===== src/pkg/nav_codec_cfg.svh =====
// constants for the navigation-state payload decoder
`ifndef NAV_CODEC_CFG_SVH
`define NAV_CODEC_CFG_SVH

// ----------------------------------------------------------------------
// packet identifiers
// ----------------------------------------------------------------------
`define ID_GEODETIC 8'h20
`define ID_ECEF 8'h21
`define ID_UTM 8'h22
`define ID_NED_VEL 8'h23
`define ID_BODY_VEL 8'h24
`define ID_ACCEL 8'h25
`define ID_BODY_ACCEL 8'h26
`define ID_EULER 8'h27
`define ID_QUAT 8'h28
`define ID_ROT_MATRIX 8'h29

// ----------------------------------------------------------------------
// payload lengths in bytes
// ----------------------------------------------------------------------
`define LEN_GEODETIC 8'h18
`define LEN_ECEF 8'h18
`define LEN_UTM 8'h1a
`define LEN_NED_VEL 8'h0c
`define LEN_BODY_VEL 8'h0c
`define LEN_ACCEL 8'h0c
`define LEN_BODY_ACCEL 8'h10
`define LEN_EULER 8'h0c
`define LEN_QUAT 8'h10
`define LEN_ROT_MATRIX 8'h24
`define LEN_NONE 8'h00

// ----------------------------------------------------------------------
// field sizes and offsets
// ----------------------------------------------------------------------
`define FP64_BYTES 4'h8
`define FP32_BYTES 4'h4
`define INT8_BYTES 4'h1
`define UTM_ZONE_NUM_OFS 8'h18
`define UTM_ZONE_LETTER_OFS 8'h19

// ----------------------------------------------------------------------
// satellite frequency mask bit positions
// ----------------------------------------------------------------------
`define FREQ_L1_LSB 0
`define FREQ_L1_MSB 3
`define FREQ_L2_LSB 4
`define FREQ_L2_MSB 6
`define FREQ_L5_BIT 7

`endif


===== src/pkg/nav_codec_pkg.sv =====
// types shared by the navigation-state payload decoder
package nav_codec_pkg;
    typedef enum logic [1:0] {
        st_idle,
        st_payload,
        st_discard
    } parse_state_t;
    typedef logic [7:0] byte_t;
endpackage


===== src/verilog/field_buffer.sv =====
// two-entry shift buffer for decoded fields, valid/ready on both sides
`timescale 1ns/1ps
module field_buffer #(
    parameter int WIDTH = 76,
    parameter int DEPTH = 2
) (
    // clock and reset
    input wire logic clk_i,
    input wire logic rst_n_i,
    // fill side
    input wire logic in_valid_i,
    input wire logic [WIDTH-1:0] in_data_i,
    output logic in_ready_o,
    output logic nxt_ready_o,
    // drain side
    output logic out_valid_o,
    output logic [WIDTH-1:0] out_data_o,
    input wire logic out_ready_i
);
    logic [DEPTH-1:0] vld_ff;
    logic [WIDTH-1:0] data_ff [DEPTH];
    logic push;
    logic pop;
    logic [DEPTH:0] cnt;
    logic [DEPTH:0] cnt_after_pop;
    logic [DEPTH-1:0] nxt_vld;

    assign in_ready_o = ~vld_ff[DEPTH-1];
    assign out_valid_o = vld_ff[0];
    assign out_data_o = data_ff[0];
    assign push = in_valid_i & in_ready_o;
    assign pop = vld_ff[0] & out_ready_i;
    assign nxt_ready_o = ~nxt_vld[DEPTH-1];

    always_comb begin
        cnt = '0;
        for (int i = 0; i < DEPTH; i++) begin
            cnt = cnt + {{DEPTH{1'b0}}, vld_ff[i]};
        end
        cnt_after_pop = cnt - {{DEPTH{1'b0}}, pop};
    end

    // ------------------------------------------------------------------
    // entries
    // ------------------------------------------------------------------
    for (genvar i = 0; i < DEPTH; i++) begin : g_entry
        localparam logic [DEPTH:0] IDX = (DEPTH+1)'(i);
        assign nxt_vld[i] = (IDX < cnt_after_pop) ||
                            (push && IDX == cnt_after_pop);
        always_ff @(posedge clk_i or negedge rst_n_i) begin
            if (!rst_n_i) begin
                vld_ff[i] <= 1'b0;
                data_ff[i] <= '0;
            end else begin
                vld_ff[i] <= nxt_vld[i];
                if (push && IDX == cnt_after_pop) begin
                    data_ff[i] <= in_data_i;
                end else if (pop) begin
                    if (i + 1 < DEPTH) begin
                        data_ff[i] <= data_ff[(i + 1) % DEPTH];
                    end
                end
            end
        end
    end
endmodule


===== src/verilog/nav_state_packet_payload_codec.sv =====
// decoder for navigation-state packet payloads into typed field words
//
// Contract
// RL1: frequency byte: L1 bits 0-3, L2 4-6, L5 7
// RL2: id 32: 24 bytes, lat/lon/height doubles
// RL3: id 33: 24 bytes, ECEF X/Y/Z doubles
// RL4: id 34: 26 bytes, northing/easting/height doubles first
// RL5: UTM zone number byte 24, letter signed 25
// RL6: id 35: 12 bytes, NED velocity singles
// RL7: id 36: 12 bytes, body velocity singles
// RL8: id 37: 12 bytes, acceleration XYZ singles
// RL9: id 38: 16 bytes, body accel plus g-force
// RL10: id 39: 12 bytes, roll/pitch/heading singles
// RL11: id 40: 16 bytes, scalar then X/Y/Z
// RL12: id 41: 36 bytes, nine matrix singles row-major
// RL13: wrong declared length rejected, no field output
`timescale 1ns/1ps
`include "nav_codec_cfg.svh"
module nav_state_packet_payload_codec #(
    parameter int BUF_DEPTH = 2
) (
    // clock and reset
    input wire logic clk_i,
    input wire logic rst_n_i,
    // packet header from framing logic
    input wire logic hdr_valid_i,
    input wire nav_codec_pkg::byte_t hdr_id_i,
    input wire nav_codec_pkg::byte_t hdr_len_i,
    output logic hdr_ready_o,
    // payload byte stream
    input wire logic byte_valid_i,
    input wire nav_codec_pkg::byte_t byte_data_i,
    output logic byte_ready_o,
    // decoded field words
    output logic fld_valid_o,
    output nav_codec_pkg::byte_t fld_pkt_id_o,
    output logic [3:0] fld_index_o,
    output logic [63:0] fld_data_o,
    input wire logic fld_ready_i,
    // packet status pulses
    output logic pkt_done_o,
    output logic pkt_reject_o,
    // satellite frequency mask decode
    input wire logic sat_freq_valid_i,
    input wire nav_codec_pkg::byte_t sat_freq_i,
    output logic [3:0] l1_sig_o,
    output logic [2:0] l2_sig_o,
    output logic l5_sig_o
);
    import nav_codec_pkg::*;

    localparam int FLD_W = 76;

    // ------------------------------------------------------------------
    // decode helpers
    // ------------------------------------------------------------------
    function automatic byte_t expected_len(input byte_t id);
        case (id)
            `ID_GEODETIC: expected_len = `LEN_GEODETIC; // RL2
            `ID_ECEF: expected_len = `LEN_ECEF; // RL3
            `ID_UTM: expected_len = `LEN_UTM; // RL4
            `ID_NED_VEL: expected_len = `LEN_NED_VEL; // RL6
            `ID_BODY_VEL: expected_len = `LEN_BODY_VEL; // RL7
            `ID_ACCEL: expected_len = `LEN_ACCEL; // RL8
            `ID_BODY_ACCEL: expected_len = `LEN_BODY_ACCEL; // RL9
            `ID_EULER: expected_len = `LEN_EULER; // RL10
            `ID_QUAT: expected_len = `LEN_QUAT; // RL11
            `ID_ROT_MATRIX: expected_len = `LEN_ROT_MATRIX; // RL12
            default: expected_len = `LEN_NONE;
        endcase
    endfunction

    // width of the field that holds payload byte ofs
    function automatic logic [3:0] field_bytes(input byte_t id,
                                               input byte_t ofs);
        if (id == `ID_GEODETIC || id == `ID_ECEF) begin
            field_bytes = `FP64_BYTES; // RL2 RL3
        end else if (id == `ID_UTM) begin
            field_bytes = (ofs < `UTM_ZONE_NUM_OFS) ? `FP64_BYTES
                                                     : `INT8_BYTES; // RL5
        end else begin
            field_bytes = `FP32_BYTES;
        end
    endfunction

    // ------------------------------------------------------------------
    // parser state
    // ------------------------------------------------------------------
    parse_state_t state_ff;
    parse_state_t nxt_state;
    byte_t id_ff;
    byte_t left_ff;
    byte_t ofs_ff;
    logic [2:0] bcnt_ff;
    logic [3:0] idx_ff;
    logic [63:0] acc_ff;
    logic [63:0] nxt_acc;
    logic hdr_ready_ff;
    logic byte_ready_ff;
    logic done_ff;
    logic reject_ff;
    logic [3:0] l1_ff;
    logic [2:0] l2_ff;
    logic l5_ff;
    logic hdr_take;
    logic byte_take;
    logic known;
    logic len_ok;
    logic last_of_field;
    logic push;
    logic [63:0] push_data;
    logic buf_nxt_ready;
    logic buf_ready;

    assign hdr_take = hdr_valid_i & hdr_ready_ff;
    assign byte_take = byte_valid_i & byte_ready_ff;
    assign known = expected_len(hdr_id_i) != `LEN_NONE;
    assign len_ok = known && hdr_len_i == expected_len(hdr_id_i); // RL13
    assign last_of_field =
        {1'b0, bcnt_ff} == field_bytes(id_ff, ofs_ff) - 4'h1;
    assign push = byte_take && state_ff == st_payload && last_of_field;

    always_comb begin
        nxt_acc = (bcnt_ff == 3'h0) ? 64'h0 : acc_ff;
        nxt_acc[{bcnt_ff, 3'h0} +: 8] = byte_data_i;
        push_data = nxt_acc;
        // zone letter is a signed byte, so it widens with its sign
        if (id_ff == `ID_UTM && ofs_ff == `UTM_ZONE_LETTER_OFS) begin
            push_data = {{56{byte_data_i[7]}}, byte_data_i}; // RL5
        end
    end

    always_comb begin
        nxt_state = state_ff;
        case (state_ff)
            st_idle: begin
                if (hdr_take) begin
                    if (hdr_len_i == `LEN_NONE) begin
                        nxt_state = st_idle;
                    end else if (len_ok) begin
                        nxt_state = st_payload;
                    end else begin
                        nxt_state = st_discard; // RL13
                    end
                end
            end
            st_payload, st_discard: begin
                if (byte_take && left_ff == 8'h01) begin
                    nxt_state = st_idle;
                end
            end
            default: nxt_state = st_idle;
        endcase
    end

    always_ff @(posedge clk_i or negedge rst_n_i) begin
        if (!rst_n_i) begin
            state_ff <= st_idle;
        end else begin
            state_ff <= nxt_state;
        end
    end

    // ready flags are registered so the ports come from flops
    always_ff @(posedge clk_i or negedge rst_n_i) begin
        if (!rst_n_i) begin
            hdr_ready_ff <= 1'b0;
            byte_ready_ff <= 1'b0;
        end else begin
            hdr_ready_ff <= nxt_state == st_idle;
            byte_ready_ff <= nxt_state != st_idle && buf_nxt_ready;
        end
    end

    // ------------------------------------------------------------------
    // payload counters and field assembly, little-endian
    // ------------------------------------------------------------------
    always_ff @(posedge clk_i or negedge rst_n_i) begin
        if (!rst_n_i) begin
            id_ff <= 8'h00;
            left_ff <= 8'h00;
            ofs_ff <= 8'h00;
            bcnt_ff <= 3'h0;
            idx_ff <= 4'h0;
            acc_ff <= 64'h0;
        end else if (hdr_take) begin
            id_ff <= hdr_id_i;
            left_ff <= hdr_len_i;
            ofs_ff <= 8'h00;
            bcnt_ff <= 3'h0;
            idx_ff <= 4'h0;
        end else if (byte_take) begin
            left_ff <= left_ff - 8'h01;
            ofs_ff <= ofs_ff + 8'h01;
            acc_ff <= nxt_acc;
            bcnt_ff <= last_of_field ? 3'h0 : bcnt_ff + 3'h1;
            if (push) begin
                idx_ff <= idx_ff + 4'h1;
            end
        end
    end

    // ------------------------------------------------------------------
    // status pulses
    // ------------------------------------------------------------------
    always_ff @(posedge clk_i or negedge rst_n_i) begin
        if (!rst_n_i) begin
            done_ff <= 1'b0;
            reject_ff <= 1'b0;
        end else begin
            done_ff <= byte_take && state_ff == st_payload &&
                       left_ff == 8'h01;
            reject_ff <= hdr_take && known && !len_ok; // RL13
        end
    end

    // ------------------------------------------------------------------
    // satellite frequency mask
    // ------------------------------------------------------------------
    always_ff @(posedge clk_i or negedge rst_n_i) begin
        if (!rst_n_i) begin
            l1_ff <= 4'h0;
            l2_ff <= 3'h0;
            l5_ff <= 1'b0;
        end else if (sat_freq_valid_i) begin
            l1_ff <= sat_freq_i[`FREQ_L1_MSB:`FREQ_L1_LSB]; // RL1
            l2_ff <= sat_freq_i[`FREQ_L2_MSB:`FREQ_L2_LSB]; // RL1
            l5_ff <= sat_freq_i[`FREQ_L5_BIT]; // RL1
        end
    end

    // ------------------------------------------------------------------
    // output buffer; a stalled consumer drops byte_ready_o
    // ------------------------------------------------------------------
    field_buffer #(
        .WIDTH(FLD_W),
        .DEPTH(BUF_DEPTH)
    ) u_buf (
        .clk_i(clk_i),
        .rst_n_i(rst_n_i),
        .in_valid_i(push),
        .in_data_i({id_ff, idx_ff, push_data}),
        .in_ready_o(buf_ready),
        .nxt_ready_o(buf_nxt_ready),
        .out_valid_o(fld_valid_o),
        .out_data_o({fld_pkt_id_o, fld_index_o, fld_data_o}),
        .out_ready_i(fld_ready_i)
    );

    assign hdr_ready_o = hdr_ready_ff;
    assign byte_ready_o = byte_ready_ff;
    assign pkt_done_o = done_ff;
    assign pkt_reject_o = reject_ff;
    assign l1_sig_o = l1_ff;
    assign l2_sig_o = l2_ff;
    assign l5_sig_o = l5_ff;
endmodule


===== config.mk =====
export PLATFORM = sky130hd
export DESIGN_NAME = nav_state_packet_payload_codec
export DESIGN_NICKNAME = d
export VERILOG_FILES = /design/src/pkg/nav_codec_pkg.sv /design/src/verilog/field_buffer.sv /design/src/verilog/nav_state_packet_payload_codec.sv
export VERILOG_INCLUDE_DIRS = /design/src /design/src/pkg
export SDC_FILE = /design/constraint.sdc
export NUM_CORES = 1
export LEC_CHECK = 0
export ABC_AREA = 1
export BUFFER_PORTS_ARGS = -buffer_cell sky130_fd_sc_hd__buf_2
export CAP_MARGIN = 20
export CORE_MARGIN = 5
export CORE_UTILIZATION = 27
export DETAILED_ROUTE_END_ITERATION = 10
export MAX_ROUTING_LAYER = met4
export PLACE_DENSITY = 0.41
export SLEW_MARGIN = 15
export SYNTH_ARGS = -nofsm -noshare
export SYNTH_HDL_FRONTEND = slang
export SYNTH_SLANG_ARGS = --single-unit

===== constraint.sdc =====
create_clock -name clk_i -period 7.4 [get_ports clk_i]
set_clock_uncertainty 0.1 [all_clocks]
set_input_delay 0.74 -clock clk_i [delete_from_list [all_inputs] [get_ports clk_i]]
set_output_delay 0.74 -clock clk_i [all_outputs]
set_load 0.02 [all_outputs]

==> results of run 1 <==
==> power by group through the flow <==
| stage | Sequential, uW | Combinational, uW | Clock (uW) |
|---|---|---|---|
| 2_1_floorplan | 1740 | 1070 | 0 |
| 3_5_place_dp | 1760 | 1610 | 0 |
| 5_1_grt | 1760 | 1770 | 1850 |
| 3_3_place_gp | 1750 | 1600 | 0 |
| 4_1_cts | 1730 | 1620 | 1800 |
| 6_report | 1730 | 1590 | 1740 |
==> sequential cells by signal (all words and copies together), names as in the netlist <==
name	flops
byte_ready_o	1
left_ff	8
state_ff	2
acc_ff	64
l2_sig_o	3
hdr_ready_o	1
id_ff	8
u_buf.out_data_o	76
pkt_done_o	1
u_buf.vld_ff	1
u_buf.out_valid_o	1
pkt_reject_o	1
ofs_ff	8
l1_sig_o	4
u_buf.data_ff	76
bcnt_ff	3
l5_sig_o	1
idx_ff	4
==> path summary, 6_finish.rpt <==
kind	from	end	depth (start not counted)
max in group asynchronous	rst_n_i	l1_sig_o[1]	2
worst max register to register	id_ff[2]	u_buf.out_data_o[71]	14
worst max-delay path	id_ff[2]	u_buf.out_data_o[71]	14
min in group clk_i	sat_freq_i[0]	l1_sig_o[0]	2
worst min register to register	u_buf.data_ff[5]	u_buf.data_ff[5]	2
worst min-delay path	rst_n_i	pkt_reject_o	1
==> cells in the final DEF (no fill, tap or decap), types with 3 or more instances in the layout <==
master       n
nand2_1    479
nand3_1    419
dfrtp_1    263
buf_2      125
inv_1      103
o21ai_0     92
clkbuf_16   37
nor2_1      35
o32ai_1     32
buf_4       15
ha_1        14
o22ai_1     10
clkbuf_8     9
nor3_1       8
mux2_2       8
clkbuf_1     8
xor2_1       7
a21oi_1      7
o211ai_1     6
nand4_1      5
o21ai_1      5
xnor2_1      5
clkinv_2     5
nor2_4       4
nand2_2      3
==> Yosys cell counts, types with 2 or more instances <==
cell type  number  area [sq um]
o221ai_1        2          17.5
clkbuf_1       77           289
inv_1         103           387
o32ai_1        32           280
nand2_1       481          1810
buf_1           5          18.8
buf_2          18          90.1
xor2_1          7          61.3
nand2_4         2          22.5
nand4_1         5          31.3
nand3_1       419          2100
nor2_1         38           143
inv_2           2          7.51
o211ai_1        6          45.0
a21oi_1         7          35.0
o21ai_0        92           460
ha_1           14           175
mux2_2          8          90.1
buf_6          11           124
xnor2_1         5          43.8
or2_2           2          12.5
o22ai_1        10          62.6
buf_4          81           608
nor3_1          8          40.0
dfrtp_1       263          6580
o21ai_1         5          25.0
==> per-layer routing <==
metal	up-vias	global-route usage [%]	wire, microns
li1	5601	-	-
met1	5501	20.5	19700
met2	174	23.9	19200
met3	56	2.30	1390
met4	0	4.28	915
met5	-	-	0
==> critical path, delay by kind of cell (launching register included) <==
kind,cells,cell delay (ns)
buffers and inverters,2,0.90
and+or+nand+nor,10,1.93
DFF,1,0.40
adders and majority gates,1,0.31
xor gates and xnor gates,1,0.18
==> area by class of cell <==
| cell class | count | area [sq um] |
|---|---|---|
| timing repair buffer | 141 | 753 |
| multi-input combinational | 1155 | 5590 |
| fill | 5335 | 34800 |
| tap | 672 | 841 |
| inverter | 106 | 398 |
| clock buffer | 54 | 1080 |
| sequential | 263 | 6580 |
| clock inverter | 9 | 100 |
==> cell families after synthesis <==
| family | after synthesis | synth area share [%] |
|---|---|---|
| buf+inv | 299 | 11.3 |
| compound gates | 156 | 6.88 |
| xor+xnor | 12 | 0.768 |
| mux | 8 | 0.658 |
| flops | 263 | 48.1 |
| simple gates | 965 | 31.1 |
| fa+ha+maj | 14 | 1.28 |
==> metrics by stage <==
stage          util, %  total power (uW)  worst slack (ns)
5_1_grt           30.6              5380              2.95
3_5_place_dp      28.2              3370              3.30
4_1_cts           30.6              5150              3.30
2_1_floorplan        -              2810              4.72
6_report          30.6              5050              3.34
3_3_place_gp      28.2              3360              3.33
==> results.py, run 1 <==
metrics = {
    "logic_synthesis": {
        "synth_nets": 1769,
        "avgSynthCellArea_sq_um": 7.97,
        "synth_edf_count": 0,
        "syn_area_sq_mm": 0.0137,
        "ys_async_sr_fraction_pct": 100,
        "yosysWarnings": 0,
        "ys.flop_type": "dfrtp_1",
        "yosysSeqAreaShare_pct": 48.1,
        "synth_seq_cells": 263,
        "syn-instance-count": 1717,
        "synth_cell_type_count": 40,
    },
    "timing": {
        "setup_viol": 0,
        "whs_ns": 0.0757,
        "slew_violations": 0,
        "setup_tns_ns": 0,
        "fmax_ghz": 0.246,
        "tightest_slew_ns": 1.11,
        "final_hold_viol_count": 0,
        "rsz0062_at_grt": "false",
        "min_period_over_period_pct": 54.9,
        "period_minus_slack_ns": 4.06,
        "relSlewSlack_pct": 26.2,
    },
    "clock_tree": {
        "h-tree-depth": 2,
        "cts_tree": "yes",
        "clock_latency_ns": 0.53,
        "root_buffer": "clkbuf_16",
        "path_clk_slew_ns": 0.06,
        "clockBufferDepth": 3,
        "ctsResizeCount": 0,
        "cts_made_buffers": 35,
        "cts.sinks": 263,
        "postCtsHoldBufs": 0,
        "cts_setup_buffers": 0,
    },
    "pwr": {
        "p_switching_uw": 2020,
        "p_sw_share_pct": 40.0,
        "p_leak_uw": 0.00789,
        "ir_drop_uv": 260,
        "sequentialPowerShare_pct": 34.2,
        "combPwrFrac_pct": 31.4,
        "power.internal_uw": 3030,
        "power.share.clock_pct": 34.4,
        "powerDensity_mw_per_mm2": 329,
    },
    "grt": {
        "antenna_found_initial": 0,
        "grt_usage_pct": 15.2,
        "grt_pass1_wl_microns": 67500,
        "gr-total-overflow": 0,
        "grt_max_degree": 112,
        "grt_pass1_vias": 11400,
    },
    "worst_setup_path": {
        "crit_arrival_ns": 4.42,
        "rrSetupSlack_ns": 3.34,
        "crit_fanout": 87,
        "slowest_delay_ns": 0.79,
        "crit_path_end_kind": "register",
        "start_kind": "register",
        "slowest_stage": "buf_4",
        "path_class": "register to register",
        "cp_common_cell": "nand3_1",
        "crit_required_ns": 7.76,
        "cp_cell_sequence": "or2_1 > nor2_1 > nand2_1 > inv_2 > nand2_2 > ha_1 > xor2_1 > nand3_2 > nor2_4 > nand2_4 > nor2_8 > buf_4 > nand3_1 > nand3_1",
    },
    "layout": {
        "antennaDiodeCount": 0,
        "area_growth_pct": 12.1,
        "finalInstanceArea_sq_mm": 0.0153,
        "nets": 1754,
        "layout-drive-gt1-share_pct": 12.8,
        "finalNonFillerCells": 2400,
    },
    "floorplanning": {
        "initial_core_util_pct": 27.3,
        "die_y_microns": 235,
        "rows": 82,
        "ios": 127,
        "core_sq_mm": 0.0502,
        "die_x_microns": 235,
        "die_area_sq_mm": 0.0553,
    },
    "placed_design": {
        "numPlacedInstances": 2337,
        "detailed_place_hpwl_microns": 26100,
        "routabilityCongestion": 0.792,
        "port_buffers": 126,
        "dpl_cell_area_sq_mm": 0.0142,
    },
    "drt": {
        "routed_wl_microns": 41300,
        "via_count": 11300,
        "drc": 0,
        "drtIter0Drc": 812,
        "first_pass_iters": 5,
        "wl_per_cell_microns": 17.2,
        "vias_per_cell": 4.72,
        "ant_nets": 0,
    },
    "worst_hold_path": {
        "hp-class": "input pin to asynchronous set/reset pin",
    },
    "run": {
        "cap_viol_max_count": 0,
    },
    "outcome": {
        "status": "finished clean",
    },
}
Power figures use the tool's default switching activity.
==> run 2: changes to the inputs <==
- PLACE_DENSITY: 0.41 -> 0.42
- clock period: 7.4 -> 3.42 ns (I/O delays scaled with it)
==> run 2 against run 1 <==
Compared with the run above: non-clock buffer count increased by 26; largest cell class unchanged; clock power increased by 110%; sequential power increased by 120%.
==> results.py, run 2 (synthesis results as in run 1) <==
metrics = {
    "layout": {
        "post-route-util_pct": 31.1,
        "antennaDiodeCount": 0,
        "finalNonFillerCells": 2423,
        "mostFrequentLayoutCells": "479 x nand2_1, 419 x nand3_1, 263 x dfrtp_1, 125 x buf_2, 103 x inv_1",
        "layout-drive-gt1-share_pct": 13.3,
        "nets": 1779,
        "area_growth_pct": 14.0,
        "final_common_cell": "nand2_1",
    },
    "pwr": {
        "sequentialPowerShare_pct": 34.2,
        "ir_drop_uv": 856,
        "powerDensity_mw_per_mm2": 701,
        "p_leak_uw": 0.00801,
        "power.internal_uw": 6510,
        "p_switching_uw": 4440,
        "combPwrFrac_pct": 33.1,
        "power.total_uw": 10900,
        "power.share.clock_pct": 32.7,
        "p_sw_share_pct": 40.5,
    },
    "grt": {
        "grt_pass1_wl_microns": 68200,
        "grt_usage_pct": 15.4,
        "gr-total-overflow": 0,
        "grt_pass1_vias": 11500,
        "grt_max_degree": 111,
        "antenna_found_initial": 0,
    },
    "worst_setup_path": {
        "cp_cell_sequence": "or2_1 > nor2_1 > nand2_1 > inv_2 > nand2_2 > ha_1 > xor2_1 > nand3_2 > nor2_4 > nand4_4 > buf_4 > nand3_1 > nand3_1",
        "crit_fanout": 94,
        "cp_common_cell": "nand3_1",
        "start_kind": "register",
        "crit_required_ns": 3.76,
        "slowest_delay_ns": 0.73,
        "slowest_stage": "buf_4",
        "crit_path_end_kind": "register",
        "path_class": "register to register",
        "crit_arrival_ns": 3.42,
    },
    "clock_tree": {
        "path_clk_slew_ns": 0.06,
        "cts_made_buffers": 34,
        "clockBufferDepth": 3,
        "root_buffer": "clkbuf_16",
        "h-tree-depth": 2,
        "cts.sinks": 263,
        "cts_tree": "yes",
        "clock_latency_ns": 0.52,
    },
    "timing": {
        "slew_violations": 0,
        "tightest_slew_ns": 1.06,
        "setup_tns_ns": 0,
        "setup_viol": 0,
        "relSlewSlack_pct": 29.3,
        "period_minus_slack_ns": 3.08,
        "final_hold_viol_count": 0,
        "fmax_ghz": 0.325,
        "min_period_over_period_pct": 90.0,
        "setup_slack_ns": 0.341,
        "rsz0062_at_grt": "false",
    },
    "drt": {
        "drc": 0,
        "wl_per_cell_microns": 17.4,
        "first_pass_iters": 5,
        "vias_per_cell": 4.79,
        "ant_nets": 0,
        "via_count": 11600,
        "drtIter0Drc": 939,
        "routed_wl_microns": 42100,
    },
    "placed_design": {
        "numPlacedInstances": 2349,
        "detailed_place_hpwl_microns": 26400,
        "port_buffers": 126,
        "post-place-ws_ns": 0.344,
        "routabilityCongestion": 0.779,
    },
    "floorplanning": {
        "die_area_sq_mm": 0.0553,
        "rows": 82,
        "initial_core_util_pct": 27.3,
        "die_y_microns": 235,
        "core_sq_mm": 0.0502,
        "die_x_microns": 235,
        "ios": 127,
    },
    "run": {
        "cap_viol_max_count": 0,
    },
    "worst_hold_path": {
        "hp-class": "input pin to register",
    },
    "outcome": {
        "status": "finished clean",
    },
}
-- run 2: cell count changes in the layout (fill, tap and decap cells not counted), sizes merged --
cell / before / now
bufinv: 2 / 1
dlygate4sd3: 0 / 13
buf: 141 / 154
clkinvlp: 2 / 1
clkbuf: 54 / 51
inv: 105 / 107
-- run 2: stage by stage --
| stage | hold slack [ns] | area [sq um] |
|---|---|---|
| finish | 0.0228 | 15600 |
| global route | 0.0282 | 15600 |
| CTS | 0.00794 | 15600 |
| detailed placement | 0.113 | 14400 |
| global placement | 0.110 | 14400 |
| floorplan | -0.0536 | 13700 |
-- run 2: worst max-delay path: cells and delay by family, from the launching register on --
kind / cells / cell delay [ns]
xor gates and xnor gates: 1 / 0.17
adders and majority gates: 1 / 0.31
DFF: 1 / 0.41
buffers and inverters: 2 / 0.83
and+or+nand+nor: 9 / 1.11
-- run 2: final timing paths --
check,start,to,slack (ns),cells past startpoint
worst max register to register,id_ff[2],u_buf.out_data_o[6],0.34,13
worst min-delay path,hdr_len_i[0],left_ff[0],0.02,3
worst min register to register,u_buf.data_ff[44],u_buf.data_ff[44],0.37,2
worst max-delay path,id_ff[2],u_buf.out_data_o[6],0.34,13
min in group asynchronous,rst_n_i,pkt_done_o,0.16,2
max in group asynchronous,rst_n_i,l2_sig_o[2],2.07,3
-- run 2: layout make-up --
class | instances | area [sq um]
Fill cell | 5363 | 34600
Sequential cell | 263 | 6580
Multi-Input combinational cell | 1155 | 5590
Timing Repair Buffer | 167 | 1080
Clock buffer | 51 | 1040
Tap cell | 672 | 841
Inverter | 106 | 398
Clock inverter | 9 | 80.1
-- run 2: routing by layer --
metal	vias up	routed length (microns)	global-route usage, %
met5	-	0	-
met2	209	19800	24.6
met1	5699	19800	20.6
li1	5641	-	-
met4	0	845	3.63
met3	53	1700	2.47
-- run 2: power groups by stage --
stage | Sequential (uW) | Clock (uW) | Combinational (uW)
after floorplan | 3760 | 0 | 2320
after global placement | 3790 | 0 | 3640
after detailed placement | 3800 | 0 | 3660
after CTS | 3750 | 3700 | 3690
after global routing | 3790 | 3810 | 4060
final | 3750 | 3580 | 3620
-- run 2: timing repair --
| item | in CTS | in global routing |
|---|---|---|
| hold endpoints to repair | 180 | 0 |
| buffers inserted | 0 | 1 |
| setup endpoints to repair | 0 | 1 |
| gates resized for setup | 0 | 0 |
| hold buffers | 13 | 0 |
==> run 3: changes to the inputs <==
--- a/config.mk
+++ b/config.mk
@@ -13,2 +13,3 @@
 export CORE_UTILIZATION = 27
+export CTS_CLUSTER_SIZE = 20
 export DETAILED_ROUTE_END_ITERATION = 10
==> constraint.sdc (replaced) <==
create_clock -name clk_i -period 3.42 [get_ports clk_i]
set_clock_uncertainty 0.1 [all_clocks]
set_input_delay 1.026 -clock clk_i [delete_from_list [all_inputs] [get_ports clk_i]]
set_output_delay 1.026 -clock clk_i [all_outputs]
set_load 0.02 [all_outputs]
==> run 3 against run 2 <==
Compared with the run above: worst hold slack better by 0.28 ns; via count down 1.9%; clock power down 8.7%; count of clock-buffer cells in the layout down 7; critical path depth up 2; die area unchanged; non-clock buffer count down 6; global-route usage down 0.27 points; critical endpoint is now u_buf.out_data_o[38].
==> results.py, run 3 (synthesis results as in run 1) <==
metrics = {
    "worst_hold_path": {
        "hp-class": "input pin to asynchronous set/reset pin",
    },
    "timing": {
        "tightest_slew_ns": 0.999,
        "setup_tns_ns": 0,
        "period_minus_slack_ns": 2.92,
        "relSlewSlack_pct": 33.4,
        "min_period_over_period_pct": 85.2,
        "whs_ns": 0.303,
        "final_hold_viol_count": 0,
        "rsz0062_at_grt": "false",
        "slew_violations": 0,
        "setup_viol": 0,
        "fmax_ghz": 0.343,
    },
    "pwr": {
        "power.share.clock_pct": 30.7,
        "sequentialPowerShare_pct": 35.2,
        "p_switching_uw": 4320,
        "power.internal_uw": 6340,
        "powerDensity_mw_per_mm2": 688,
        "combPwrFrac_pct": 34.1,
        "p_sw_share_pct": 40.5,
        "p_leak_uw": 0.00797,
        "power.total_uw": 10700,
        "ir_drop_uv": 591,
    },
    "run": {
        "cap_viol_max_count": 0,
    },
    "clock_tree": {
        "ctsResizeCount": 0,
        "h-tree-depth": 1,
        "path_clk_slew_ns": 0.06,
        "postCtsHoldBufs": 0,
        "clock_latency_ns": 0.58,
        "root_buffer": "clkbuf_16",
        "cts_made_buffers": 31,
        "cts_tree": "yes",
        "cts.sinks": 263,
        "clockBufferDepth": 3,
        "cts_setup_buffers": 0,
    },
    "grt": {
        "gr-total-overflow": 0,
        "grt_pass1_wl_microns": 67600,
        "grt_usage_pct": 15.1,
        "antenna_found_initial": 1,
        "grt_pass1_vias": 11400,
        "grt_max_degree": 111,
    },
    "placed_design": {
        "routabilityCongestion": 0.802,
        "detailed_place_hpwl_microns": 27000,
        "port_buffers": 126,
    },
    "layout": {
        "final_common_cell": "nand2_1",
        "mostFrequentLayoutCells": "479 x nand2_1, 419 x nand3_1, 263 x dfrtp_1, 125 x buf_2, 103 x inv_1",
        "fill_cells": 5350,
        "layout-drive-gt1-share_pct": 13.5,
        "area_growth_pct": 13.2,
        "nets": 1770,
    },
    "worst_setup_path": {
        "crit_arrival_ns": 3.32,
        "start_kind": "register",
        "slowest_delay_ns": 0.42,
        "r2r_cells": 15,
        "path_class": "register to register",
        "crit_fanout": 54,
        "path_buf_inv": 3,
        "crit_cells": 15,
        "crit_path_end_kind": "register",
        "slowest_stage": "dfrtp_1",
        "cp_cell_sequence": "or2_1 > nor2_1 > nand2_1 > inv_2 > nand2_2 > ha_1 > xor2_1 > nand3_2 > nor2_4 > nand2_4 > nor2_8 > buf_12 > buf_12 > nand3_1 > nand3_1",
        "critPathTopFamily": "simple AND/OR/NAND/NOR gates",
        "crit_required_ns": 3.82,
    },
    "drt": {
        "first_pass_iters": 7,
        "drc": 0,
        "routed_wl_microns": 41300,
        "drtIter0Drc": 927,
        "vias_per_cell": 4.73,
        "via_count": 11400,
        "ant_nets": 0,
        "wl_per_cell_microns": 17.1,
    },
    "outcome": {
        "status": "finished clean",
    },
    "floorplanning": {
        "initial_core_util_pct": 27.3,
        "die_area_sq_mm": 0.0553,
        "ios": 127,
        "die_y_microns": 235,
        "rows": 82,
        "core_sq_mm": 0.0502,
        "die_x_microns": 235,
    },
}
## run 3: cell count changes in the layout (fill, tap and decap cells not counted)
cell,previous run,this run
buf_12,8,14
buf_4,20,21
clkbuf_1,6,2
clkbuf_16,35,31
clkbuf_8,10,11
clkinv_2,5,4
diode_2,0,1
dlygate4sd3_1,13,0
inv_6,2,1
## run 3: worst register-to-register path: cells and delay by family, from the launching register on
| family | cells | cell delay (ns) |
|---|---|---|
| xor+xnor | 1 | 0.19 |
| fa+ha+maj | 1 | 0.31 |
| buf+inv | 3 | 0.51 |
| flops | 1 | 0.42 |
| simple gates | 10 | 1.31 |
## run 3: area by class of cell
cell class	count	area [sq um]	area share, %
diodes	1	2.50	0.0161
clock buffers	44	935	6.03
clock inverters	7	66.3	0.428
inverters	106	398	2.57
multi-input cells	1155	5590	36.1
flip-flops and latches	263	6580	42.5
well taps	672	841	5.43
repair buffers	161	1080	6.96
## run 3: stage by stage
step | utilization [%] | instances | setup slack [ns] | cell area (sq um)
2_1_floorplan | - | 1717 | 0.449 | 13700
3_3_place_gp | 28.9 | 2357 | 0.492 | 14500
3_5_place_dp | 28.9 | 2357 | 0.482 | 14500
4_1_cts | 30.9 | 2408 | 0.448 | 15500
5_1_grt | 30.9 | 2409 | 0.223 | 15500
6_report | 30.9 | 2409 | 0.505 | 15500
## run 3: power groups by stage
stage	Combinational (uW)	Sequential, uW	Clock (uW)
after floorplan	2320	3760	0
after global placement	3650	3800	0
after detailed placement	3680	3800	0
after CTS	3690	3750	3410
after global routing	4060	3800	3540
final	3640	3750	3270
## run 3: path summary, 6_finish.rpt
| check | start | endpoint | slack, ns |
|---|---|---|---|
| max in group asynchronous | rst_n_i | u_buf.out_data_o[17] | 2.09 |
| worst min-delay path | rst_n_i | pkt_done_o | 0.30 |
| min in group clk_i | u_buf.data_ff[46] | u_buf.data_ff[46] | 0.37 |
| worst max register to register | id_ff[3] | u_buf.out_data_o[38] | 0.50 |
| worst max-delay path | id_ff[3] | u_buf.out_data_o[38] | 0.50 |
| worst min register to register | u_buf.data_ff[46] | u_buf.data_ff[46] | 0.37 |
## run 3: routing by layer
metal | share of wire (%) | vias up | GRT usage [%] | wire (microns)
met3 | 3.9 | 39 | 2.14 | 1600
met5 | 0 | - | - | 0
li1 | - | 5621 | - | -
met1 | 47 | 5531 | 20.8 | 19600
met4 | 1.6 | 0 | 3.40 | 666
met2 | 47 | 193 | 23.9 | 19400
